===== config.mk =====
export PLATFORM = sky130hd
export DESIGN_NAME = ptm_standby_ctrl
export DESIGN_NICKNAME = d
export VERILOG_FILES = /design/src/pkg/ptm_pkg.sv /design/src/verilog/ptm_util_meter.sv /design/src/verilog/ptm_hold_timer.sv /design/src/verilog/ptm_standby_ctrl.sv
export SDC_FILE = /design/constraint.sdc
export NUM_CORES = 1
export LEC_CHECK = 0
export ABC_AREA = 1
export BUFFER_PORTS_ARGS = -buffer_cell sky130_fd_sc_hd__buf_2
export CORE_MARGIN = 4
export CORE_UTILIZATION = 57
export CTS_BUF_LIST = sky130_fd_sc_hd__clkbuf_8
export DETAILED_ROUTE_END_ITERATION = 6
export PLACE_DENSITY = 0.89
export REMOVE_ABC_BUFFERS = 1
export SYNTH_ARGS = -nofsm -noshare
export SYNTH_HDL_FRONTEND = slang
export SYNTH_SLANG_ARGS = --single-unit

===== constraint.sdc =====
create_clock -name ref_clk_i -period 2.99 [get_ports ref_clk_i]
set_input_delay 0.1495 -clock ref_clk_i [delete_from_list [all_inputs] [get_ports ref_clk_i]]
set_output_delay 0.1495 -clock ref_clk_i [all_outputs]
set_load 0.01 [all_outputs]

===== src/pkg/ptm_pkg.sv =====
package ptm_pkg;
    localparam int unsigned CLK_HZ   = 25_000_000;
    localparam int unsigned MINUTE_S = 60;
    localparam int unsigned MIN_CYC  = CLK_HZ * MINUTE_S;
    // Busy cycles per percent point; one window is 100 points
    localparam int unsigned PT_CYC   = 250;
    localparam int unsigned PCT_FULL = 100;

    localparam logic [7:0] ADDR_CTRL   = 8'h00;
    localparam logic [7:0] ADDR_UP_THR = 8'h04;
    localparam logic [7:0] ADDR_DN_THR = 8'h08;
    localparam logic [7:0] ADDR_UP_MIN = 8'h0c;
    localparam logic [7:0] ADDR_DN_MIN = 8'h10;
    localparam logic [7:0] ADDR_STATUS = 8'h14;

    localparam logic [7:0] UP_THR_LO = 8'h32;
    localparam logic [7:0] UP_THR_HI = 8'h64;
    localparam logic [7:0] DN_GAP    = 8'h0a;
    localparam logic [5:0] HOLD_LO   = 6'h01;
    localparam logic [5:0] HOLD_HI   = 6'h3c;

    localparam logic [7:0] UP_THR_RST = 8'h50;
    localparam logic [7:0] DN_THR_RST = 8'h46;
    localparam logic [5:0] HOLD_RST   = 6'h05;

    // CTRL word: [8] dn_auto [7] fail_en [6] tod_en [5:4] uncond [3:2] policy [1:0] sec_link
    localparam int unsigned CTRL_W = 9;
    localparam int unsigned STAT_ACT_POS  = 0;
    localparam int unsigned STAT_PRI_POS  = 8;
    localparam int unsigned STAT_COMB_POS = 16;

    typedef enum logic [1:0] {
        POL_ALWAYS = 2'h0,
        POL_THRESH = 2'h1,
        POL_TOD    = 2'h2
    } ptm_policy_e;

    typedef enum logic [1:0] {
        ST_STBY = 2'b01,
        ST_ACT  = 2'b10
    } ptm_state_e;

    typedef struct packed {
        logic        dn_auto;
        logic        fail_en;
        logic        tod_en;
        logic [1:0]  uncond;
        ptm_policy_e policy;
        logic [1:0]  sec_link;
    } ptm_cfg_s;

    localparam ptm_cfg_s CTRL_RST = '{dn_auto: 1'b1, fail_en: 1'b0, tod_en: 1'b0,
        uncond: 2'h1, policy: POL_THRESH, sec_link: 2'h2};

    typedef struct packed {
        logic        psel;
        logic        penable;
        logic        pwrite;
        logic [7:0]  paddr;
        logic [31:0] pwdata;
    } ptm_apb_req_s;
endpackage : ptm_pkg


===== src/verilog/ptm_util_meter.sv =====
`timescale 1ns/100ps
module ptm_util_meter #(
    parameter int unsigned PT_CYC = ptm_pkg::PT_CYC
) (
    input  wire logic       ref_clk_i,
    input  wire logic       nrst_i,
    input  wire logic [1:0] weight_i,
    output logic      [7:0] pct_o
);
    import ptm_pkg::*;

    if (PT_CYC < 2 || PT_CYC > 65535) $error("PT_CYC out of range");

    logic [15:0] sub_r;
    logic [7:0]  acc_r;
    logic [7:0]  pt_r;
    logic [15:0] cyc_r;
    logic [15:0] sub_sum;
    wire         pt_hit = sub_sum >= 16'(PT_CYC);
    wire         cyc_end = cyc_r == 16'(PT_CYC - 1);
    wire         win_end = cyc_end && pt_r == 8'(PCT_FULL - 1);

    assign sub_sum = sub_r + 16'(weight_i);

    // Percentage is the busy-cycle total of one window divided by PT_CYC
    always_ff @(posedge ref_clk_i or negedge nrst_i)
        if (!nrst_i)
        begin
            sub_r <= 16'h0;
            acc_r <= 8'h0;
            pt_r  <= 8'h0;
            cyc_r <= 16'h0;
            pct_o <= 8'h0;
        end
        else
        begin
            sub_r <= pt_hit ? sub_sum - 16'(PT_CYC) : sub_sum;
            cyc_r <= cyc_end ? 16'h0 : cyc_r + 16'h1;
            pt_r  <= win_end ? 8'h0 : (cyc_end ? pt_r + 8'h1 : pt_r);
            acc_r <= win_end ? 8'h0 : acc_r + {7'h0, pt_hit};
            if (win_end)
                pct_o <= acc_r + {7'h0, pt_hit};
        end
endmodule : ptm_util_meter


===== src/verilog/ptm_hold_timer.sv =====
`timescale 1ns/100ps
module ptm_hold_timer (
    input  wire logic       ref_clk_i,
    input  wire logic       nrst_i,
    input  wire logic       cond_i,
    input  wire logic       tick_i,
    input  wire logic [5:0] hold_i,
    output logic            done_o
);
    logic [5:0] cnt_r;
    logic [5:0] cnt_nxt;

    // restart on drop
    // Ticks run free, so the first may come at once: hold+1 ticks give a full hold
    assign cnt_nxt = !cond_i ? 6'h0 : ((tick_i && cnt_r <= hold_i) ? cnt_r + 6'h1 : cnt_r);

    always_ff @(posedge ref_clk_i or negedge nrst_i)
        if (!nrst_i)
        begin
            cnt_r  <= 6'h0;
            done_o <= 1'b0;
        end
        else
        begin
            cnt_r  <= cnt_nxt;
            done_o <= cond_i && cnt_nxt > hold_i;
        end
endmodule : ptm_hold_timer


===== src/verilog/ptm_standby_ctrl.sv =====
`timescale 1ns/100ps
// How it works
// Primary use in percent is compared with an activation level of 50..100.
// Standby starts after use stays above that level for 1..60 minutes.
// Activation raises the outgoing control line of the standby link.
// Deactivation lowers that control line so the call clears.
// Release level defaults to ten points below the activation level.
// Release compares both links' combined throughput against primary bandwidth.
// Standby stops after combined use stays below release for 1..60 minutes.
// Threshold activation needs a selected secondary link and threshold policy.
// While standby is active, traffic is shared over both links.
// After release the second link waits in standby for the next need.
// Time-of-day or primary failure may also bring the second link up.
// Each link is either unconditional or conditional.
// A broken hold period clears its minute count and restarts later.
module ptm_standby_ctrl #(
    parameter int unsigned MIN_CYC = ptm_pkg::MIN_CYC,
    parameter int unsigned PT_CYC  = ptm_pkg::PT_CYC
) (
    input  wire logic                ref_clk_i,
    input  wire logic                nrst_i,
    input  wire ptm_pkg::ptm_apb_req_s apb_i,
    input  wire logic                pri_busy_i,
    input  wire logic                sec_busy_i,
    input  wire logic                tod_active_i,
    input  wire logic                pri_fail_i,
    output logic [31:0]              prdata_o,
    output logic                     pready_o,
    output logic                     pslverr_o,
    output logic [1:0]               link_ctl_o,
    output logic                     loadshare_o,
    output logic                     standby_active_o
);
    import ptm_pkg::*;

    if (MIN_CYC < 2) $error("MIN_CYC must be at least 2");

    function automatic logic [7:0] clamp8(input logic [7:0] v,
                                          input logic [7:0] lo,
                                          input logic [7:0] hi);
        clamp8 = (v < lo) ? lo : ((v > hi) ? hi : v);
    endfunction : clamp8

    function automatic logic [1:0] link_mask(input logic [1:0] num);
        link_mask = (num == 2'h1) ? 2'b01 : ((num == 2'h2) ? 2'b10 : 2'b00);
    endfunction : link_mask

    ptm_cfg_s   cfg_r;
    logic [7:0] up_thr_r;
    logic [7:0] dn_thr_r;
    logic [5:0] up_min_r;
    logic [5:0] dn_min_r;
    ptm_state_e st_r;
    ptm_state_e st_nxt;
    logic [31:0] min_cnt_r;
    logic        tick_r;
    logic [7:0]  pri_pct;
    logic [7:0]  comb_pct;
    logic        up_done;
    logic        dn_done;

    // Bus decode
    wire        acc     = apb_i.psel && apb_i.penable;
    wire        done    = acc && pready_o;
    wire        wr      = done && apb_i.pwrite;
    wire [7:0]  a       = apb_i.paddr;
    wire        hit     = a == ADDR_CTRL || a == ADDR_UP_THR || a == ADDR_DN_THR
                       || a == ADDR_UP_MIN || a == ADDR_DN_MIN || a == ADDR_STATUS;
    wire [7:0]  wb      = apb_i.pwdata[7:0];
    wire [31:0] stat_w  = (32'(comb_pct) << STAT_COMB_POS) | (32'(pri_pct) << STAT_PRI_POS)
                        | (32'(st_r == ST_ACT) << STAT_ACT_POS);
    wire [31:0] rd_mux  = (a == ADDR_CTRL)   ? 32'(cfg_r)    :
                          (a == ADDR_UP_THR) ? 32'(up_thr_r) :
                          (a == ADDR_DN_THR) ? 32'(dn_thr_r) :
                          (a == ADDR_UP_MIN) ? 32'(up_min_r) :
                          (a == ADDR_DN_MIN) ? 32'(dn_min_r) :
                          (a == ADDR_STATUS) ? stat_w : 32'h0;

    // One wait state: pready rises in the second access cycle
    always_ff @(posedge ref_clk_i or negedge nrst_i)
        if (!nrst_i)
        begin
            pready_o  <= 1'b0;
            pslverr_o <= 1'b0;
            prdata_o  <= 32'h0;
        end
        else
        begin
            pready_o  <= acc && !pready_o;
            pslverr_o <= acc && !pready_o && !hit;
            prdata_o  <= (acc && !pready_o && !apb_i.pwrite) ? rd_mux : 32'h0;
        end

    // Register writes, out-of-range level and minute values clamp to the legal span; CTRL is stored unchecked
    always_ff @(posedge ref_clk_i or negedge nrst_i)
        if (!nrst_i)
        begin
            cfg_r    <= CTRL_RST;
            up_thr_r <= UP_THR_RST;
            dn_thr_r <= DN_THR_RST;
            up_min_r <= HOLD_RST;
            dn_min_r <= HOLD_RST;
        end
        else if (wr)
        begin
            if (a == ADDR_CTRL)
                cfg_r <= ptm_cfg_s'(apb_i.pwdata[CTRL_W-1:0]);
            // activation level span
            if (a == ADDR_UP_THR)
                up_thr_r <= clamp8(wb, UP_THR_LO, UP_THR_HI);
            if (a == ADDR_DN_THR)
                dn_thr_r <= clamp8(wb, 8'h0, UP_THR_HI);
            // minute span
            if (a == ADDR_UP_MIN)
                up_min_r <= 6'(clamp8(wb, 8'(HOLD_LO), 8'(HOLD_HI)));
            if (a == ADDR_DN_MIN)
                dn_min_r <= 6'(clamp8(wb, 8'(HOLD_LO), 8'(HOLD_HI)));
        end

    // Minute time base
    always_ff @(posedge ref_clk_i or negedge nrst_i)
        if (!nrst_i)
        begin
            min_cnt_r <= 32'h0;
            tick_r    <= 1'b0;
        end
        else
        begin
            min_cnt_r <= (min_cnt_r == 32'(MIN_CYC - 1)) ? 32'h0 : min_cnt_r + 32'h1;
            tick_r    <= min_cnt_r == 32'(MIN_CYC - 1);
        end

    // primary use in percent
    ptm_util_meter #(.PT_CYC(PT_CYC)) u_pri_meter (
        .ref_clk_i (ref_clk_i),
        .nrst_i    (nrst_i),
        .weight_i  ({1'b0, pri_busy_i}),
        .pct_o     (pri_pct)
    );

    // both links against primary bandwidth
    ptm_util_meter #(.PT_CYC(PT_CYC)) u_comb_meter (
        .ref_clk_i (ref_clk_i),
        .nrst_i    (nrst_i),
        .weight_i  (2'(pri_busy_i) + 2'(sec_busy_i)),
        .pct_o     (comb_pct)
    );

    wire [1:0] sec_mask = link_mask(cfg_r.sec_link);
    // threshold gate needs a conditional secondary link
    wire       bod_ok   = sec_mask != 2'b00 && cfg_r.policy == POL_THRESH
                       && (sec_mask & cfg_r.uncond) == 2'b00;
    // automatic release level
    wire [7:0] dn_level = cfg_r.dn_auto ? up_thr_r - DN_GAP : dn_thr_r;
    wire       up_cond  = bod_ok && st_r == ST_STBY && pri_pct > up_thr_r;
    // release compares combined use
    wire       dn_cond  = bod_ok && st_r == ST_ACT && comb_pct < dn_level;
    // time-of-day and failure causes
    wire       force_up = sec_mask != 2'b00 && (sec_mask & cfg_r.uncond) == 2'b00
                       && ((cfg_r.tod_en && tod_active_i) || (cfg_r.fail_en && pri_fail_i));

    // activation hold
    ptm_hold_timer u_up_hold (
        .ref_clk_i (ref_clk_i),
        .nrst_i    (nrst_i),
        .cond_i    (up_cond),
        .tick_i    (tick_r),
        .hold_i    (up_min_r),
        .done_o    (up_done)
    );

    // release hold
    ptm_hold_timer u_dn_hold (
        .ref_clk_i (ref_clk_i),
        .nrst_i    (nrst_i),
        .cond_i    (dn_cond),
        .tick_i    (tick_r),
        .hold_i    (dn_min_r),
        .done_o    (dn_done)
    );

    always_comb
    begin
        st_nxt = st_r;
        case (st_r)
            ST_STBY:
                if (force_up || (up_done && up_cond))
                    st_nxt = ST_ACT;
            // return to standby until needed again
            ST_ACT:
                if (!force_up && (!bod_ok || dn_done))
                    st_nxt = ST_STBY;
            default:
                st_nxt = ST_STBY;
        endcase
    end

    wire       act_nxt = st_nxt == ST_ACT;
    // control line per link
    wire [1:0] ctl_nxt = cfg_r.uncond | (act_nxt ? sec_mask : 2'b00)
                       | ((cfg_r.tod_en && tod_active_i) ? ~sec_mask : 2'b00);

    always_ff @(posedge ref_clk_i or negedge nrst_i)
        if (!nrst_i)
        begin
            st_r             <= ST_STBY;
            link_ctl_o       <= 2'b00;
            loadshare_o      <= 1'b0;
            standby_active_o <= 1'b0;
        end
        else
        begin
            st_r             <= st_nxt;
            link_ctl_o       <= ctl_nxt;
            // share traffic while active
            loadshare_o      <= act_nxt;
            standby_active_o <= act_nxt;
        end
endmodule : ptm_standby_ctrl


Word level (Yosys, flattened, before mapping)
Index checks and enable logic that the tools add are counted.
- logic and storage cells: 164
- latch bits: 0
- output and inout port bits: 38
- memories: 0
- flip-flop bits (word level): 227
- bits of input ports: 49
- bits in read-only memories: 0
- RAM bits: 0
- div/mod/pow operators: 0
- $lt $le $gt $ge: 13
- $add $sub $neg: 15
- mux-type cells: 35
- $mul: 0
- bitwise gates (word level): 6
- reductions and logical operators: 47
- equal/unequal tests: 16
- shift-type cells: 0
- operators with widths (cell ; count):
    2-to-1 mux 24 bit ; 7
    2-to-1 mux 8 bit ; 10
    2-to-1 mux 16 bit ; 4
    2-to-1 mux 6 bit ; 6
    adder 16 x 1 -> 16 bit (second input constant) ; 2
    adder 32 x 1 -> 32 bit (second input constant) ; 1
    == test 16 x 8 -> 1 bit (second input constant) ; 2
    == test 32 x 31 -> 1 bit (second input constant) ; 1
    greater-or-equal comparator 16 x 8 -> 1 bit (second input constant) ; 2
    2-to-1 mux 32 bit ; 1
    subtractor 16 x 8 -> 16 bit (second input constant) ; 2
    logical AND 1 bit ; 24
    OR 24 x 1 -> 24 bit ; 1
    OR 24 x 16 -> 24 bit ; 1
    adder 16 x 1 -> 16 bit ; 1
    adder 16 x 2 -> 16 bit ; 1
    adder 8 x 1 -> 8 bit ; 2
    adder 8 x 1 -> 8 bit (second input constant) ; 2
    == test 8 x 4 -> 1 bit (second input constant) ; 2
    == test 8 x 5 -> 1 bit (second input constant) ; 2
    == test 8 x 7 -> 1 bit (second input constant) ; 2
    less-than comparator 8 x 1 -> 1 bit (second input constant) ; 2
    adder 6 x 1 -> 6 bit (second input constant) ; 2
    greater-than comparator 6 bit ; 2
    other kinds (22) ; 50

Depth between registers and ports, before layout
- word-level depth: 16
- depth in mapped cells: 22
- depth with buffers taken out: 21

Cells and area by module
Synthesis repeated with hierarchy kept, for this count alone.
- cells, all modules: 1770
- area, all modules: 13847.0 um2
- modules (own cells, without submodules) (module ; area each (um2) ; seq. area each (um2) ; instances ; cells each):
    ptm_standby_ctrl ; 5728.0 ; 2544.9 ; 1 ; 710
    ptm_util_meter at u_comb_meter ; 3373.2 ; 1401.3 ; 1 ; 415
    ptm_util_meter at u_pri_meter ; 3331.9 ; 1401.3 ; 1 ; 445
    ptm_hold_timer ; 706.9 ; 175.2 ; 2 ; 100

Worst setup path before layout
Ideal clock, no wire load.
- kind: register to register
- start: register u_comb_meter.sub_r[0]
- end: register u_comb_meter.acc_r[6]
- library setup time: 0.063 ns
- arrival time: 3.154 ns
- required time: 2.927 ns
- path slack: -0.228 ns
- path buffers: 1
- cell stages (with the launch flop): 21
- clock period less this slack: 3.218 ns
- cell sequence: dfrtp_1 -> inv_1 -> fa_1 -> inv_1 -> ha_1 -> nand2_1 -> nor2_4 -> nand2_1 -> xor2_1 -> clkinv_2 -> nand2_2 -> nor2_4 -> nand3_4 -> buf_6 -> ha_1 -> ha_1 -> nand3_1 -> nand3b_1 -> xor2_1 -> or2_2 -> inv_1
- word-level cells in the longest chain between the ends: 4
- ends and longest elaborated chain (item ; RTL line ; RTL):
    start: declaration ; ptm_util_meter.sv:14 ; logic [15:0] sub_r;
    start signal: assignment ; ptm_util_meter.sv:37 ; sub_r <= pt_hit ? sub_sum - 16'(PT_CYC) : sub_sum;
    adder 16 x 2 -> 16 bit ; ptm_util_meter.sv:23 ; assign sub_sum = sub_r + 16'(weight_i);
    greater-or-equal comparator 16 x 8 -> 1 bit ; ptm_util_meter.sv:19 ; wire pt_hit = sub_sum >= 16'(PT_CYC);
    adder 8 x 1 -> 8 bit ; ptm_util_meter.sv:40 ; acc_r <= win_end ? 8'h0 : acc_r + {7'h0, pt_hit};
    2-to-1 mux 8 bit ; ptm_util_meter.sv:40 ;
    end signal: assignment ; ptm_util_meter.sv:40 ;
    end: declaration ; ptm_util_meter.sv:15 ; logic [7:0] acc_r;
No other way between the ends.
A chain may end at the register's enable or synchronous reset.

Worst setup path after layout
- start: register up_thr_r[1]
- end: register u_dn_hold.done_o
- word-level cells in the longest chain between the ends: 7
- ends and longest elaborated chain (item ; RTL line ; RTL):
    start: declaration ; ptm_standby_ctrl.sv:49 ; logic [7:0] up_thr_r;
    start signal: assignment ; ptm_standby_ctrl.sv:110 ; up_thr_r <= clamp8(wb, UP_THR_LO, UP_THR_HI);
    subtractor 8 x 4 -> 8 bit ; ptm_standby_ctrl.sv:154 ; wire [7:0] dn_level = cfg_r.dn_auto ? up_thr_r - DN_GAP : dn_thr_r;
    2-to-1 mux 8 bit ; ptm_standby_ctrl.sv:154 ;
    less-than comparator 8 bit ; ptm_standby_ctrl.sv:157 ; wire dn_cond = bod_ok && st_r == ST_ACT && comb_pct < dn_level;
    logical AND 1 bit ; ptm_standby_ctrl.sv:157 ;
    2-to-1 mux 6 bit ; ptm_hold_timer.sv:15 ; assign cnt_nxt = !cond_i ? 6'h0 : ((tick_i && cnt_r <= hold_i) ? cnt_r + 6'h1 : cnt_r);
    via u_dn_hold.cnt_nxt[5] ; ptm_hold_timer.sv:11 ; logic [5:0] cnt_nxt;
    greater-than comparator 6 bit ; ptm_hold_timer.sv:26 ; done_o <= cond_i && cnt_nxt > hold_i;
    logical AND 1 bit ; ptm_hold_timer.sv:26 ;
    end signal: assignment ; ptm_hold_timer.sv:26 ;
    end: declaration ; ptm_hold_timer.sv:8 ; output logic done_o
The timed path passes the listed nets, and every way through them passes these cells.

==> results.md <==
* Post-synth design cell area at 0.0131 mm2
* Longest Clk Path Bufs at 3
* RSZ-0062 raised after global routing: yes
* Sinks on Clock Net at 227
* Final instance area at between 0.015 and 0.02 mm2
* CTS tree: yes
* Full die area at roughly 0.025 mm2
* First-pass GRT wire length at ~53 mm
* Core box area at roughly 0.023 mm2
* Total GRT Usage at between 20 and 25%
* Post-synthesis sequential area ratio at a little over two fifths
* Layout cell share with drive strength beyond 1 at between 10% and 20%
* # fillers at 1,656
* PortBufs at 55
* Netlist cell types at 51
* Syn Area/Cell at a little under 8 um2
* Largest net degree at the start of global routing at slightly below 90
* Cell count after synthesis at 1,693
* WS Path Type: reg -> reg
* Initial core utilization at 57.8%
* Antenna Nets Post-Route at 0
* Worst-Margin Slew at a little under 900 ps
* Slowest cell delay on critical path at approximately 360 ps
* Fmax at 317 MHz
* Max cap viols at 0
* Initial DRC count at approximately 1,100
* Share of the cycle needed by the critical path after routing at 106%
* Crit end category: flop
* Vias in the first global route at about 12,000
* Data required time of the worst path at approximately 3500 ps
* Tightest Hold Check Type: in -> reg
* YS warnings at 0
* Setup violators final at 1
* CP max stage cell: dfrtp_1
* Nets@finish at between 1,500 and 2,000
* Skew-Pair Late Insertion Delay at 540 ps
* Die X at 160 um
* Status: finished with violations
* Root buf cell: clkbuf_8
* Clock transition at path regs at 60 ps
* DRC Markers at 0
* Io pins at 87
* Max Slew Vio Count at 0
* Number of flops mapped to enable cells by yosys at 0
* Worst path cell trace: inv_2 > ha_4 > or2_4 > nand2_2 > nor2_1 > nand2_1 > xor2_1 > o21ai_1 > ha_1 > a21oi_2 > o21a_1 > nand4_1 > buf_6 > a21oi_4 > ha_4 > nand2_2 > inv_2 > nand3_2 > o21bai_1 > a32o_1 > nor2_1
* Area growth, synth to finish at 17.3%
* Gpl congestion at around 0.9
* Commonest cells after routing, fill and taps aside: 368 x nand2_1, 280 x inv_1, 212 x dfrtp_1
* Asr flop ratio synth at 100%
* Final WL at approximately 32 mm
* Post-Route Skew at approximately 32 ps
* Vias per cell at between 5 and 6
* Die Ht at about 160 um
* Vias at between 10,000 and 15,000
* Relative slew slack at 40.4%
* CP Max Fanout at 5
* Num CTS Buffers at 38
* Final Power at 9570 uW
* Pre-Repair DR Iteration Count at 5
* Initial antenna violation count at 0
* Tmin final at approximately 3200 ps
* Row count at 55
* Setup ws final at -165 ps
* DP Area at 0.0140 mm2
* P per Cell Area at approximately 620 mW/mm2
* H-tree levels at 2
* Leak at 0.00796 uW
* Startpoint Class: flop
* Synth Flop Type: dfrtp_1
* Failing checks: setup timing
* Max VDD drop at approximately 350 uV
* Final Hold Fails at 0
* GRT overflow at 0
* Commonest non-fill, non-tap cell in the layout: nand2_1
* Post-DP HPWL at between 20 and 25 mm
* Avg WL per Cell at 15.0 um
* Critical Path AT at 3630 ps
* Synthesized flop and latch total at about 230
==> metrics by stage <==
stage	hold WS (ps)	setup TNS (ps)	util, %	worst slack, ps	cells
after floorplan	-146	-281	-	-178	1678
after global placement	182	-308	61.9	-234	2069
after detailed placement	186	-829	61.9	-359	2069
after CTS	35.6	-80.6	66.6	-80.6	2152
after global routing	52.7	-702	67.8	-316	2158
final	52.0	-165	67.8	-165	2159
==> registers in the layout, summed over array words and instances, names as in the netlist, 2 cells and up <==
name	flops
link_ctl_o	2
u_comb_meter.pct_o	8
dn_thr_r	8
cfg_r	9
u_pri_meter.acc_r	8
dn_min_r	6
u_comb_meter.sub_r	16
u_comb_meter.pt_r	8
up_min_r	6
u_pri_meter.sub_r	16
u_comb_meter.cyc_r	16
st_r	2
prdata_o	24
u_comb_meter.acc_r	8
u_dn_hold.cnt_r	6
u_pri_meter.pt_r	8
u_up_hold.cnt_r	6
u_pri_meter.pct_o	8
min_cnt_r	32
u_pri_meter.cyc_r	16
up_thr_r	8
==> cell usage after synthesis (2+ instances only) <==
cell type	n	area, um2
a21oi_1	57	285
a22oi_1	3	22.5
a31oi_1	3	18.8
a32o_1	2	20.0
buf_4	9	67.6
buf_6	2	22.5
clkbuf_1	10	37.5
clkinv_1	3	11.3
clkinv_2	2	10.0
dfrtp_1	213	5330
dfstp_2	14	368
ha_1	62	776
inv_1	275	1030
inv_2	2	7.51
mux2_2	2	22.5
nand2_1	380	1430
nand2_2	6	37.5
nand3_1	83	415
nand3_2	2	20.0
nand3b_1	6	45.0
nand4_1	44	275
nor2_1	204	766
nor2_2	10	62.6
nor2_4	5	56.3
nor3_1	39	195
nor4_1	19	119
o211ai_1	5	37.5
o21a_1	3	22.5
o21ai_0	97	485
o21ai_1	4	20.0
o21ai_2	5	43.8
o21bai_1	7	52.6
o221ai_1	6	52.6
o22ai_1	4	25.0
or2_2	9	56.3
xnor2_1	18	158
xor2_1	64	561
==> worst paths after layout <==
path                                         from                     end  cells past startpoint  slack (ps)
max in group asynchronous                  nrst_i                 st_r[0]                      3        1970
min in group asynchronous                  nrst_i    u_pri_meter.sub_r[3]                      2         190
setup reg to reg                      up_thr_r[1]        u_dn_hold.done_o                     21        -160
hold / removal                          apb_i[35]             prdata_o[8]                      3          50
hold reg to reg            u_comb_meter.cyc_r[15]  u_comb_meter.cyc_r[15]                      1         470
setup / recovery                      up_thr_r[1]        u_dn_hold.done_o                     21        -160
==> timing repair <==
item / CTS / global route
hold endpoints to repair: 102 / 0
hold buffers: 13 / 0
endpoints found under the setup margin: 8 / 21
pin swaps: 11 / 23
gates resized for setup: 26 / 60
buffers inserted: 6 / 7
==> layer usage <==
metal / up-vias / track usage (%) / wire (um)
met5: - / 0 / 0
met4: 0 / 10.7 / 1220
met3: 114 / 4.25 / 2420
met2: 495 / 40.7 / 15300
met1: 5576 / 32.1 / 13400
li1: 5717 / - / -
==> critical path, delay by kind of cell (launching register included) <==
| kind | cells | cell delay, ps |
|---|---|---|
| AOI/OAI and AO/OA | 6 | 890 |
| xor gates and xnor gates | 1 | 170 |
| adders and majority gates | 3 | 630 |
| buffers and inverters | 3 | 280 |
| DFF | 1 | 360 |
| and+or+nand+nor | 8 | 740 |
==> area by class of cell <==
type / instances / area (um2) / share of cell area, %
Inverter: 282 / 1060 / 6.91
Antenna cell: 1 / 2.50 / 0.0163
Sequential cell: 227 / 5700 / 37.1
Clock buffer: 51 / 702 / 4.57
Timing Repair Buffer: 131 / 907 / 5.91
Clock inverter: 13 / 77.6 / 0.505
Tap cell: 285 / 357 / 2.32
Multi-Input combinational cell: 1169 / 6550 / 42.7
==> cell families (layout without fill, tap and decap cells) <==
group	Yosys count	after routing	share of synthesized area [%]
mux	2	2	0.172
xor+xnor	82	82	5.49
flops	227	227	43.5
other cells	1	9	0.0286
compound gates	202	202	8.69
simple gates	812	812	26.9
fa+ha+maj	63	63	6.08
buf+inv	304	477	9.12
==> power by group <==
group / internal (uW) / switching, uW / leakage [uW] / total [uW]
Combinational: 1190 / 1800 / 0.00470 / 2990
Sequential: 3400 / 339 / 0.00282 / 3740
Clock: 1590 / 1240 / 0.000442 / 2830
Total: 6190 / 3380 / 0.00796 / 9570
Note: power is estimated with default switching activity, not from simulation.
